**config.mk**
```make
export PLATFORM = sky130hd
export DESIGN_NAME = sffp_top
export DESIGN_NICKNAME = d
export VERILOG_FILES = /design/src/design/sffp_pkg.sv /design/src/design/sffp_top.sv
export SDC_FILE = /design/constraint.sdc
export NUM_CORES = 2
export LEC_CHECK = 0
export ABC_CLOCK_PERIOD_IN_PS = 98600
export BUFFER_PORTS_ARGS = -buffer_cell sky130_fd_sc_hd__buf_2
export CAP_MARGIN = 20
export CORE_ASPECT_RATIO = 2
export CORE_MARGIN = 2
export CORE_UTILIZATION = 45
export CTS_CLUSTER_DIAMETER = 40
export DETAILED_ROUTE_END_ITERATION = 10
export PLACE_DENSITY = 0.7
export SYNTH_ARGS = -nofsm -noshare
export SYNTH_HDL_FRONTEND = slang
export SYNTH_SLANG_ARGS = --single-unit
```
**constraint.sdc**
```tcl
create_clock -name pclk -period 98.6 [get_ports pclk]
set_clock_uncertainty 0.05 [all_clocks]
set_input_delay 0 -clock pclk [delete_from_list [all_inputs] [get_ports pclk]]
set_output_delay 0 -clock pclk [all_outputs]
set_load 0.03 [all_outputs]
```
**src/design/sffp_pkg.sv**
```systemverilog
// Package with register map, field positions and constants of the feed-forward path
package sffp_pkg;
    // APB register byte offsets
    localparam logic [7:0] VFF_GAIN_OFS = 8'h00;
    localparam logic [7:0] VFF_FILT_OFS = 8'h04;
    localparam logic [7:0] TFF_GAIN_OFS = 8'h08;
    localparam logic [7:0] TFF_FILT_OFS = 8'h0c;
    localparam logic [7:0] ATFF_GAIN_OFS = 8'h10;
    localparam logic [7:0] FUNC_EXP_OFS = 8'h14;
    localparam logic [7:0] CTRL_MODE_OFS = 8'h18;
    localparam logic [7:0] AUTOTUNE_OFS = 8'h1c;
    localparam logic [7:0] INERTIA_OFS = 8'h20;
    localparam logic [7:0] STATUS_OFS = 8'h24;
    // Reset values
    localparam logic [15:0] VFF_GAIN_RST = 16'h0000;
    localparam logic [15:0] VFF_FILT_RST = 16'h0000;
    localparam logic [15:0] TFF_GAIN_RST = 16'h0000;
    localparam logic [15:0] TFF_FILT_RST = 16'h0000;
    localparam logic [15:0] ATFF_GAIN_RST = 16'h0000;
    localparam logic [15:0] FUNC_EXP_RST = 16'h0000;
    localparam logic [15:0] CTRL_MODE_RST = 16'h0000;
    localparam logic [15:0] AUTOTUNE_RST = 16'h0001;
    localparam logic [15:0] INERTIA_RST = 16'h0064;
    // Field positions
    localparam int FX_OBS_BIT = 0;
    localparam int FX_ATFF_BIT = 5;
    localparam int ST_FF_BIT = 0;
    localparam int ST_ATFF_BIT = 1;
    localparam int ST_OBS_BIT = 2;
    localparam int ST_SAT_BIT = 3;
    // Control mode codes
    localparam logic [15:0] MODE_POS = 16'h0000;
    localparam logic [15:0] MODE_VEL = 16'h0001;
    localparam logic [15:0] MODE_POS_VEL = 16'h0003;
    localparam logic [15:0] MODE_POS_TRQ = 16'h0004;
    localparam logic [15:0] MODE_FULL = 16'h0006;
    // Gains in 0.1 % steps, full ratio is 1000
    localparam int GAIN_SCALE = 1000;
    localparam logic [15:0] GAIN_MAX = 16'h03e8;
    // Lowest valid analog conversion gain
    localparam logic [15:0] ATFF_GAIN_MIN = 16'h000a;
    // Analog: torque [0.1 %] = 10 * mV / gain, i.e. 100 * V / (gain * 0.1)
    localparam int ATFF_MV_NUM = 10;
    // Filter units: 50 means 0.5 ms, so one unit is 10 us
    localparam int FILT_UNIT_NS = 10000;
    localparam int FILT_REF_SET = 50;
    localparam int FILT_REF_US = 500;
    // Clock
    localparam int PCLK_PERIOD_NS = 40;
    // Parameter block carried to the datapath
    typedef struct packed {
        logic [15:0] vff_gain;
        logic [15:0] vff_filt;
        logic [15:0] tff_gain;
        logic [15:0] tff_filt;
        logic [15:0] atff_gain;
        logic [15:0] func_exp;
        logic [15:0] ctrl_mode;
        logic [15:0] autotune;
        logic [15:0] inertia;
    } sffp_cfg_type;
    // Status flags
    typedef struct packed {
        logic tq_sat;
        logic obs_act;
        logic atff_act;
        logic ff_act;
    } sffp_stat_type;
endpackage : sffp_pkg

```
**src/design/sffp_top.sv**
```systemverilog
// Servo feed-forward datapath with APB parameter registers
//
// Register access over APB and the placing of the registers were decided locally.
`timescale 1ns/1ps
// Behaviour
// - Velocity and torque feed forward act only in position or full-closed control; analog torque feed forward acts in any mode.
// - Filtered velocity feed forward times gain is added to position-loop speed command.
// - Velocity feed-forward input passes a first-order lag set by its filter register.
// - Filtered torque feed forward times gain is added to velocity-loop torque command.
// - Torque feed-forward input passes a first-order lag set by its filter register.
// - Filter setting unit is 10 us, so 50 means 0.5 ms.
// - Analog conversion gain 0 to 9 disables analog torque feed forward.
// - Expansion bit 5 enables analog torque feed forward.
// - Analog input 3 used by another function disables analog feed forward.
// - Analog torque percent is 100*V/(gain*0.1), signed by voltage polarity.
// - Active observer estimates motor speed with a load model.
// - Observer acts only in control mode 0 or 1.
// - Observer acts only at servo on with real-time auto-tuning set to 0.
// - Expansion bit 0 enables the instantaneous speed observer.
module sffp_top
#(
    parameter int CMD_W = 24,
    parameter int TQ_W = 16,
    parameter int CYCLE_UNITS = 2,
    parameter int OBS_TQ_SHIFT = 4,
    parameter int OBS_CORR_SHIFT = 3,
    parameter logic [15:0] TQ_LIMIT = 16'h0bb8
)
(
    // Clock and reset
    input wire logic pclk,
    input wire logic presetn,
    // APB slave
    input wire logic psel,
    input wire logic penable,
    input wire logic pwrite,
    input wire logic [7:0] paddr,
    input wire logic [31:0] pwdata,
    output logic [31:0] prdata,
    output logic pready,
    output logic pslverr,
    // Control cycle and loop commands from same-clock logic
    input wire logic ctrl_tick,
    input wire logic signed [CMD_W-1:0] pos_cmd_velocity,
    input wire logic signed [CMD_W-1:0] pos_loop_speed,
    input wire logic signed [CMD_W-1:0] vel_cmd_torque,
    input wire logic signed [TQ_W-1:0] vel_loop_torque,
    input wire logic signed [15:0] ain3_mv,
    input wire logic signed [CMD_W-1:0] measured_speed,
    // Pins, asynchronous
    input wire logic servo_on,
    input wire logic ain3_other_use,
    input wire logic mode_second_sel,
    // Results
    output logic signed [CMD_W-1:0] speed_cmd_q,
    output logic signed [TQ_W-1:0] torque_cmd_q,
    output logic signed [CMD_W-1:0] speed_est_q,
    output logic observer_active
);
    import sffp_pkg::*;

    localparam int AW = CMD_W + 18;
    localparam logic [15:0] CYC_U = 16'(CYCLE_UNITS);
    // Signed clip bounds; unsigned ones would make negative sums look huge
    localparam logic signed [AW-1:0] SPD_MAX = AW'({1'b0, {(CMD_W-1){1'b1}}});
    localparam logic signed [AW-1:0] TQ_MAX = AW'(TQ_LIMIT);
    // Control cycle length in ns, informative
    localparam int CYCLE_NS = CYCLE_UNITS * FILT_UNIT_NS;

    sffp_cfg_type cfg_q;
    sffp_stat_type stat_q;
    logic [2:0] sync1_q;
    logic [2:0] sync2_q;
    logic signed [CMD_W-1:0] vff_filt_q;
    logic signed [CMD_W-1:0] tff_filt_q;
    logic signed [TQ_W+1:0] atff_tq_q;
    logic signed [AW-1:0] speed_sum;
    logic signed [AW-1:0] tq_sum;
    logic signed [AW-1:0] vff_term;
    logic signed [AW-1:0] tff_term;
    logic [4:0] vff_shift;
    logic [4:0] tff_shift;
    logic ff_en;
    logic atff_en;
    logic obs_en;
    logic servo_on_s;
    logic ain3_other_s;
    logic mode_sel_s;
    logic bus_wr;
    logic addr_hit;

    // Number of significant bits; lag coefficient is 2^-bits of tau/cycle
    function automatic logic [4:0] sffp_bitlen(input logic [15:0] v);
        logic [4:0] n;
        n = 5'h00;
        for (int i = 0; i < 16; i++)
        begin
            if (v[i])
            begin
                n = 5'(i + 1);
            end
        end
        return n;
    endfunction : sffp_bitlen

    // Two-stage synchronisers for the pin inputs
    always_ff @(posedge pclk or negedge presetn)
    begin
        if (!presetn)
        begin
            sync1_q <= 3'h0;
            sync2_q <= 3'h0;
        end
        else
        begin
            sync1_q <= {mode_second_sel, ain3_other_use, servo_on};
            sync2_q <= sync1_q;
        end
    end
    assign servo_on_s = sync2_q[0];
    assign ain3_other_s = sync2_q[1];
    assign mode_sel_s = sync2_q[2];

    // APB decode; zero wait states, unmapped offsets answer with pslverr
    always_comb
    begin
        addr_hit = (paddr <= STATUS_OFS) && (paddr[1:0] == 2'h0);
        prdata = 32'h0000_0000;
        case (paddr)
            VFF_GAIN_OFS: prdata = {16'h0000, cfg_q.vff_gain};
            VFF_FILT_OFS: prdata = {16'h0000, cfg_q.vff_filt};
            TFF_GAIN_OFS: prdata = {16'h0000, cfg_q.tff_gain};
            TFF_FILT_OFS: prdata = {16'h0000, cfg_q.tff_filt};
            ATFF_GAIN_OFS: prdata = {16'h0000, cfg_q.atff_gain};
            FUNC_EXP_OFS: prdata = {16'h0000, cfg_q.func_exp};
            CTRL_MODE_OFS: prdata = {16'h0000, cfg_q.ctrl_mode};
            AUTOTUNE_OFS: prdata = {16'h0000, cfg_q.autotune};
            INERTIA_OFS: prdata = {16'h0000, cfg_q.inertia};
            STATUS_OFS: prdata = {28'h0000000, stat_q};
            default: prdata = 32'h0000_0000;
        endcase
    end
    assign pready = 1'b1;
    assign pslverr = psel && penable && !addr_hit;
    assign bus_wr = psel && penable && pwrite;

    // Parameter registers; status is read only
    always_ff @(posedge pclk or negedge presetn)
    begin
        if (!presetn)
        begin
            cfg_q <= '{VFF_GAIN_RST, VFF_FILT_RST, TFF_GAIN_RST, TFF_FILT_RST, ATFF_GAIN_RST,
                       FUNC_EXP_RST, CTRL_MODE_RST, AUTOTUNE_RST, INERTIA_RST};
        end
        else if (bus_wr)
        begin
            case (paddr)
                VFF_GAIN_OFS: cfg_q.vff_gain <= pwdata[15:0];
                VFF_FILT_OFS: cfg_q.vff_filt <= pwdata[15:0];
                TFF_GAIN_OFS: cfg_q.tff_gain <= pwdata[15:0];
                TFF_FILT_OFS: cfg_q.tff_filt <= pwdata[15:0];
                ATFF_GAIN_OFS: cfg_q.atff_gain <= pwdata[15:0];
                FUNC_EXP_OFS: cfg_q.func_exp <= pwdata[15:0];
                CTRL_MODE_OFS: cfg_q.ctrl_mode <= pwdata[15:0];
                AUTOTUNE_OFS: cfg_q.autotune <= pwdata[15:0];
                INERTIA_OFS: cfg_q.inertia <= pwdata[15:0];
                default: ;
            endcase
        end
    end

    // Enables; switching modes count as position while the mode pin is low
    always_comb
    begin
        ff_en = 1'b0;
        case (cfg_q.ctrl_mode)
            MODE_POS, MODE_FULL: ff_en = 1'b1;
            MODE_POS_VEL, MODE_POS_TRQ: ff_en = !mode_sel_s;
            default: ff_en = 1'b0;
        endcase
        atff_en = cfg_q.func_exp[FX_ATFF_BIT]
                  && (cfg_q.atff_gain >= ATFF_GAIN_MIN)
                  && !ain3_other_s;
        obs_en = cfg_q.func_exp[FX_OBS_BIT]
                 && ((cfg_q.ctrl_mode == MODE_POS) || (cfg_q.ctrl_mode == MODE_VEL))
                 && servo_on_s && (cfg_q.autotune == 16'h0000);
    end
    assign observer_active = obs_en;

    // Lag coefficient from tau in 10 us units over the control cycle
    assign vff_shift = sffp_bitlen(cfg_q.vff_filt / CYC_U);
    assign tff_shift = sffp_bitlen(cfg_q.tff_filt / CYC_U);

    // First-order lag filters on both feed-forward inputs
    always_ff @(posedge pclk or negedge presetn)
    begin
        if (!presetn)
        begin
            vff_filt_q <= '0;
            tff_filt_q <= '0;
        end
        else if (ctrl_tick)
        begin
            vff_filt_q <= vff_filt_q + CMD_W'((pos_cmd_velocity - vff_filt_q) >>> vff_shift);
            tff_filt_q <= tff_filt_q + CMD_W'((vel_cmd_torque - tff_filt_q) >>> tff_shift);
        end
    end

    // Gain products; gains above full ratio are clipped to keep sums bounded
    always_comb
    begin
        vff_term = (AW'(vff_filt_q) * AW'(signed'({1'b0, (cfg_q.vff_gain > GAIN_MAX) ?
                   GAIN_MAX : cfg_q.vff_gain}))) / AW'(GAIN_SCALE);
        tff_term = (AW'(tff_filt_q) * AW'(signed'({1'b0, (cfg_q.tff_gain > GAIN_MAX) ?
                   GAIN_MAX : cfg_q.tff_gain}))) / AW'(GAIN_SCALE);
        if (!ff_en)
        begin
            vff_term = '0;
            tff_term = '0;
        end
        speed_sum = AW'(pos_loop_speed) + vff_term;
        tq_sum = AW'(vel_loop_torque) + tff_term + AW'(atff_tq_q);
    end

    // Analog feed forward; the divider is large but runs once per cycle only
    always_ff @(posedge pclk or negedge presetn)
    begin
        if (!presetn)
        begin
            atff_tq_q <= '0;
        end
        else if (!atff_en)
        begin
            atff_tq_q <= '0;
        end
        else if (ctrl_tick)
        begin
            atff_tq_q <= (TQ_W+2)'((32'(ain3_mv) * ATFF_MV_NUM)
                         / signed'({16'h0000, cfg_q.atff_gain}));
        end
    end

    // Output commands, speed clipped to its width and torque to the limit
    always_ff @(posedge pclk or negedge presetn)
    begin
        if (!presetn)
        begin
            speed_cmd_q <= '0;
            torque_cmd_q <= '0;
            stat_q <= '0;
        end
        else if (ctrl_tick)
        begin
            speed_cmd_q <= (speed_sum > SPD_MAX) ? CMD_W'(SPD_MAX)
                           : (speed_sum < ~SPD_MAX) ? CMD_W'(~SPD_MAX) : CMD_W'(speed_sum);
            torque_cmd_q <= (tq_sum > TQ_MAX) ? TQ_W'(TQ_MAX)
                            : (tq_sum < -TQ_MAX) ? TQ_W'(-TQ_MAX) : TQ_W'(tq_sum);
            stat_q <= '{(tq_sum > TQ_MAX) || (tq_sum < -TQ_MAX), obs_en, atff_en, ff_en};
        end
    end

    // Load model: integrate torque, pull toward the encoder speed
    always_ff @(posedge pclk or negedge presetn)
    begin
        if (!presetn)
        begin
            speed_est_q <= '0;
        end
        else if (!obs_en)
        begin
            speed_est_q <= measured_speed;
        end
        else if (ctrl_tick)
        begin
            speed_est_q <= speed_est_q + CMD_W'(torque_cmd_q >>> OBS_TQ_SHIFT)
                           + CMD_W'((measured_speed - speed_est_q) >>> OBS_CORR_SHIFT);
        end
    end

    // Checks
    ff_gate_a: assert property (@(posedge pclk) disable iff (!presetn)
        ctrl_tick && !ff_en |=> speed_cmd_q == $past(pos_loop_speed))
        else $error("speed feed forward leaked outside position modes");
    vff_unity_a: assert property (@(posedge pclk) disable iff (!presetn)
        ctrl_tick && ff_en && cfg_q.vff_gain == 16'h0000 |=> speed_cmd_q == $past(pos_loop_speed))
        else $error("zero velocity gain changed the speed command");
    vff_pass_a: assert property (@(posedge pclk) disable iff (!presetn)
        ctrl_tick && cfg_q.vff_filt < CYC_U |=> vff_filt_q == $past(pos_cmd_velocity))
        else $error("velocity filter did not pass through");
    tff_unity_a: assert property (@(posedge pclk) disable iff (!presetn)
        ctrl_tick && !ff_en && atff_tq_q == '0 && vel_loop_torque <= signed'({1'b0, TQ_LIMIT})
        && vel_loop_torque >= -signed'({1'b0, TQ_LIMIT}) |=> torque_cmd_q == $past(vel_loop_torque))
        else $error("torque feed forward leaked outside position modes");
    tff_pass_a: assert property (@(posedge pclk) disable iff (!presetn)
        ctrl_tick && cfg_q.tff_filt < CYC_U |=> tff_filt_q == $past(vel_cmd_torque))
        else $error("torque filter did not pass through");
    filt_lag_a: assert property (@(posedge pclk) disable iff (!presetn)
        cfg_q.vff_filt == 16'(FILT_REF_SET) && CYC_U == 16'h0002 |-> vff_shift == 5'h05)
        else $error("filter coefficient wrong for 0.5 ms");
    atff_gain_a: assert property (@(posedge pclk) disable iff (!presetn)
        cfg_q.atff_gain < ATFF_GAIN_MIN |=> atff_tq_q == '0)
        else $error("analog feed forward applied with invalid gain");
    atff_bit_a: assert property (@(posedge pclk) disable iff (!presetn)
        !cfg_q.func_exp[FX_ATFF_BIT] |=> atff_tq_q == '0)
        else $error("analog feed forward applied while disabled");
    ain3_other_a: assert property (@(posedge pclk) disable iff (!presetn)
        ain3_other_s |=> atff_tq_q == '0)
        else $error("analog feed forward applied while input is reassigned");
    atff_sign_a: assert property (@(posedge pclk) disable iff (!presetn)
        ctrl_tick && atff_en && ain3_mv > 16'sh0000
        && 32'(ain3_mv) * ATFF_MV_NUM >= 32'(cfg_q.atff_gain) |=> atff_tq_q > (TQ_W+2)'(0))
        else $error("positive voltage not added in CCW direction");
    obs_follow_a: assert property (@(posedge pclk) disable iff (!presetn)
        !obs_en |=> speed_est_q == $past(measured_speed))
        else $error("estimate not tracking encoder when observer idle");
    obs_mode_a: assert property (@(posedge pclk) disable iff (!presetn)
        cfg_q.ctrl_mode > MODE_VEL |-> !observer_active)
        else $error("observer active in wrong control mode");
    obs_servo_a: assert property (@(posedge pclk) disable iff (!presetn)
        (!servo_on_s || cfg_q.autotune != 16'h0000) |-> !observer_active)
        else $error("observer active without servo on or with auto-tuning");
    obs_bit_a: assert property (@(posedge pclk) disable iff (!presetn)
        !cfg_q.func_exp[FX_OBS_BIT] |-> !observer_active)
        else $error("observer active while its bit is clear");
    tq_sat_a: assert property (@(posedge pclk) disable iff (!presetn)
        torque_cmd_q <= signed'({1'b0, TQ_LIMIT}) && torque_cmd_q >= -signed'({1'b0, TQ_LIMIT}))
        else $error("torque command outside its range");
    ff_run_c: cover property (@(posedge pclk) disable iff (!presetn)
        ctrl_tick && ff_en && cfg_q.vff_gain != 16'h0000);
    atff_run_c: cover property (@(posedge pclk) disable iff (!presetn) ctrl_tick && atff_en);
    obs_run_c: cover property (@(posedge pclk) disable iff (!presetn) ctrl_tick && obs_en);
    tq_clip_c: cover property (@(posedge pclk) disable iff (!presetn) stat_q.tq_sat);
endmodule : sffp_top

```
==> flow_summary.ini <==
[final_layout]
drive_above_1_share_pct = 15.8
syn_to_final_growth_pct = 12.1
nFillCells = 20300
layout.cells.non_filler = 15400
fin_nets = 14400
multi_input_area_um2 = 83900
regArea_um2 = 7110

[sta]
rsz0062_at_grt = yes
slew_headroom_pct = 19.1
hold_violations = 0
setup_viol = 0
tightest_slew_ns = 1.21
maxSlewViolCount = 0
min_period_ns = 96.83
fmax_mhz = 10.3
period_share_pct = 98.2

[global_routing]
track_usage_pct = 29.6
overflow = 0
use_met3_pct = 4.91
grt.met1_usage_pct = 27.8
grt_use_met2_pct = 54.9
grt_start_max_net_pins = 75
grt_pass1_wl_um = 503000
first_global_vias = 95400
busiest_layer = met2
antenna_found_initial = 34

[synth]
synth_edf_count = 0
synth.distinct_cells = 207
syn_avg_cell_area_um2 = 8.12
synthArstFlopShare_pct = 100
seq_area_frac_synth_pct = 7.45
synth_seq_cells = 284
synthCells = 11800
yosys_most_used_dff = dfrtp_1
netlist_area_um2 = 95400
yosysWarnings = 0

[cts]
cts_buffer_depth = 3
cts_sinks = 284
clk_latency_ns = 0.73
cts_root_buffer = clkbuf_16
clkTransAtPathRegs_ns = 0.06
cts_tree = done
numCtsBuffers = 47
h-tree-depth = 2

[run]
cap_violations = 0

[detailed_routing]
vias = 92900
totalWireLength_um = 323000
drc = 0
firstDrtPassIters = 6
drt-vias-per-instance = 6.04
drt-initial-drc-count = 5086
ant_nets = 0
post_drt_wl_per_cell_um = 21.0

[setup_path]
start_kind = flip-flop
cp_common_cell = o21a_1
cp.required_ns = 99.13
cpPeakStageDelay_ns = 0.57
crit_fanout = 8
critical_path_class = reg -> reg
cpMaxStageDelayCell = or4_4
endpoint_kind = flip-flop
cp.arrival_ns = 97.36

[hold_path]
hp-class = in -> reg

[run_status]
status = finished, final reports clean

[die]
die_area_um2 = 216000
num_rows = 239
die_w_um = 330
die_h_um = 655
initial_core_util_pct = 45.1
fp.coreArea_um2 = 211000
ios = 276

[placement]
post-dp-hpwl_um = 265000
place_inst = 15000
gp_congestion = 1.00
io_buffers = 242
[kinds of logic after synthesis]
| family | share of synthesized area (%) |
|---|---|
| and+or+nand+nor | 19.6 |
| AOI/OAI and AO/OA | 24.7 |
| adders and majority gates | 28.7 |
| buffers and inverters | 7.14 |
| xor gates and xnor gates | 6.46 |
| muxes | 5.95 |
| DFF | 7.45 |
| other | 0.00787 |
[sequential cells by signal, indices dropped and copies added (netlist names)]
name and flops:
sync2_q 3, speed_cmd_q 24, vff_filt_q 24, sync1_q 3, cfg_q 144, atff_tq_q 18, torque_cmd_q 16, speed_est_q 24
stat_q 4, tff_filt_q 24
[layout make-up]
type,count,area share [%]
multi-input combinational,10200,78.4
timing repair buffer,835,5.77
inverter,1220,4.30
tap,2771,3.24
clock inverter,32,0.408
clock buffer,55,1.16
antenna,13,0.0304
sequential,284,6.65
[cell usage after synthesis, drive strengths merged (41+ instances only)]
| cell | instances | share of area (%) |
|---|---|---|
| mux2i | 185 | 2.0 |
| or4 | 42 | 0.37 |
| nand2 | 1004 | 4.0 |
| nand3 | 228 | 1.3 |
| o31ai | 196 | 1.7 |
| a211o | 41 | 0.39 |
| nand2b | 69 | 0.47 |
| dfrtp | 280 | 7.3 |
| o21a | 450 | 3.6 |
| a21oi | 668 | 3.7 |
| buf | 117 | 0.91 |
| o211ai | 100 | 0.92 |
| o21ai | 481 | 2.6 |
| o21bai | 139 | 1.1 |
| a31oi | 113 | 0.91 |
| or3 | 90 | 0.63 |
| fa | 826 | 17 |
| nand4 | 93 | 0.64 |
| a22oi | 42 | 0.36 |
| clkbuf | 293 | 1.4 |
| xor2 | 186 | 1.7 |
| inv | 1212 | 4.8 |
| a211oi | 106 | 0.96 |
| and2 | 151 | 1.0 |
| or2 | 120 | 0.79 |
| ha | 847 | 11 |
| nor3 | 539 | 2.9 |
| nor4 | 103 | 0.76 |
| mux2 | 327 | 3.9 |
| a221oi | 50 | 0.62 |
| xnor2 | 492 | 4.7 |
| nor2b | 61 | 0.41 |
| a21boi | 47 | 0.38 |
| and3 | 137 | 0.97 |
| nor2 | 1013 | 4.1 |
| a21o | 169 | 1.4 |
[worst paths after layout]
kind | startpoint | endpoint | slack [ns] | cells past startpoint
min in group asynchronous | presetn | cfg_q[2] | 0.36 | 3
worst max-delay path | cfg_q[78] | atff_tq_q[11] | 1.77 | 517
worst min register to register | sync1_q[1] | sync2_q[1] | 0.30 | 0
worst max register to register | cfg_q[78] | atff_tq_q[11] | 1.77 | 517
max in group asynchronous | presetn | vff_filt_q[10] | 96.79 | 6
worst min-delay path | measured_speed[18] | speed_est_q[18] | 0.002 | 4
[what timing repair did]
action / 4_1_cts / 5_1_grt
setup endpoints to repair: 10 / 18
hold endpoints to repair: 325 / 0
pin swaps: 1 / 139
cloned: 0 / 6
gates resized for setup: 5 / 213
setup buffers: 0 / 206
hold buffers: 99 / 0
[cells in the final DEF, fill, tap and decap left out, drive strengths merged, types with 196 or more instances in the layout]
cell / Yosys / final
nor2: 1013 / 1013
o31ai: 196 / 196
fa: 826 / 826
a21oi: 668 / 668
conb: 2 / 329
ha: 847 / 847
dfrtp: 280 / 280
nor3: 539 / 539
o21ai: 481 / 481
nand3: 228 / 228
mux2: 327 / 327
o21a: 450 / 450
nand2: 1004 / 1004
xnor2: 492 / 492
buf: 117 / 729
inv: 1212 / 1226
[metrics by stage]
| stage | hold WS [ns] | instance area (um2) | worst slack (ns) | TNS [ns] | util [%] |
|---|---|---|---|---|---|
| final | 0.00163 | 107000 | 1.77 | 0 | 50.6 |
| after global routing | 0.0306 | 107000 | -2.98 | -49.46 | 50.6 |
| after global placement | -0.0344 | 102000 | 1.79 | 0 | 48.0 |
| after CTS | 0.00173 | 104000 | 0.0229 | 0 | 49.3 |
| after floorplan | -0.346 | 97100 | 0.0215 | 0 | - |
| after detailed placement | -0.0342 | 102000 | 0.474 | 0 | 48.0 |
[critical path, delay by kind of cell, from the launching register on]
kind / cells / cell delay, ns
compound gates: 385 / 71.93
simple gates: 82 / 13.02
fa+ha+maj: 28 / 7.84
buf+inv: 16 / 1.91
mux: 5 / 1.34
flops: 1 / 0.41
xor+xnor: 1 / 0.11
[routing by layer]
metal | vias up | routed length (um)
met4 | 36 | 32400
li1 | 43300 | -
met2 | 3121 | 167000
met3 | 1501 | 17600
met1 | 45000 | 106000
met5 | - | 206
Power is not shown: default switching activity piles up to over one toggle a cycle in this logic, so the estimate is an artifact.
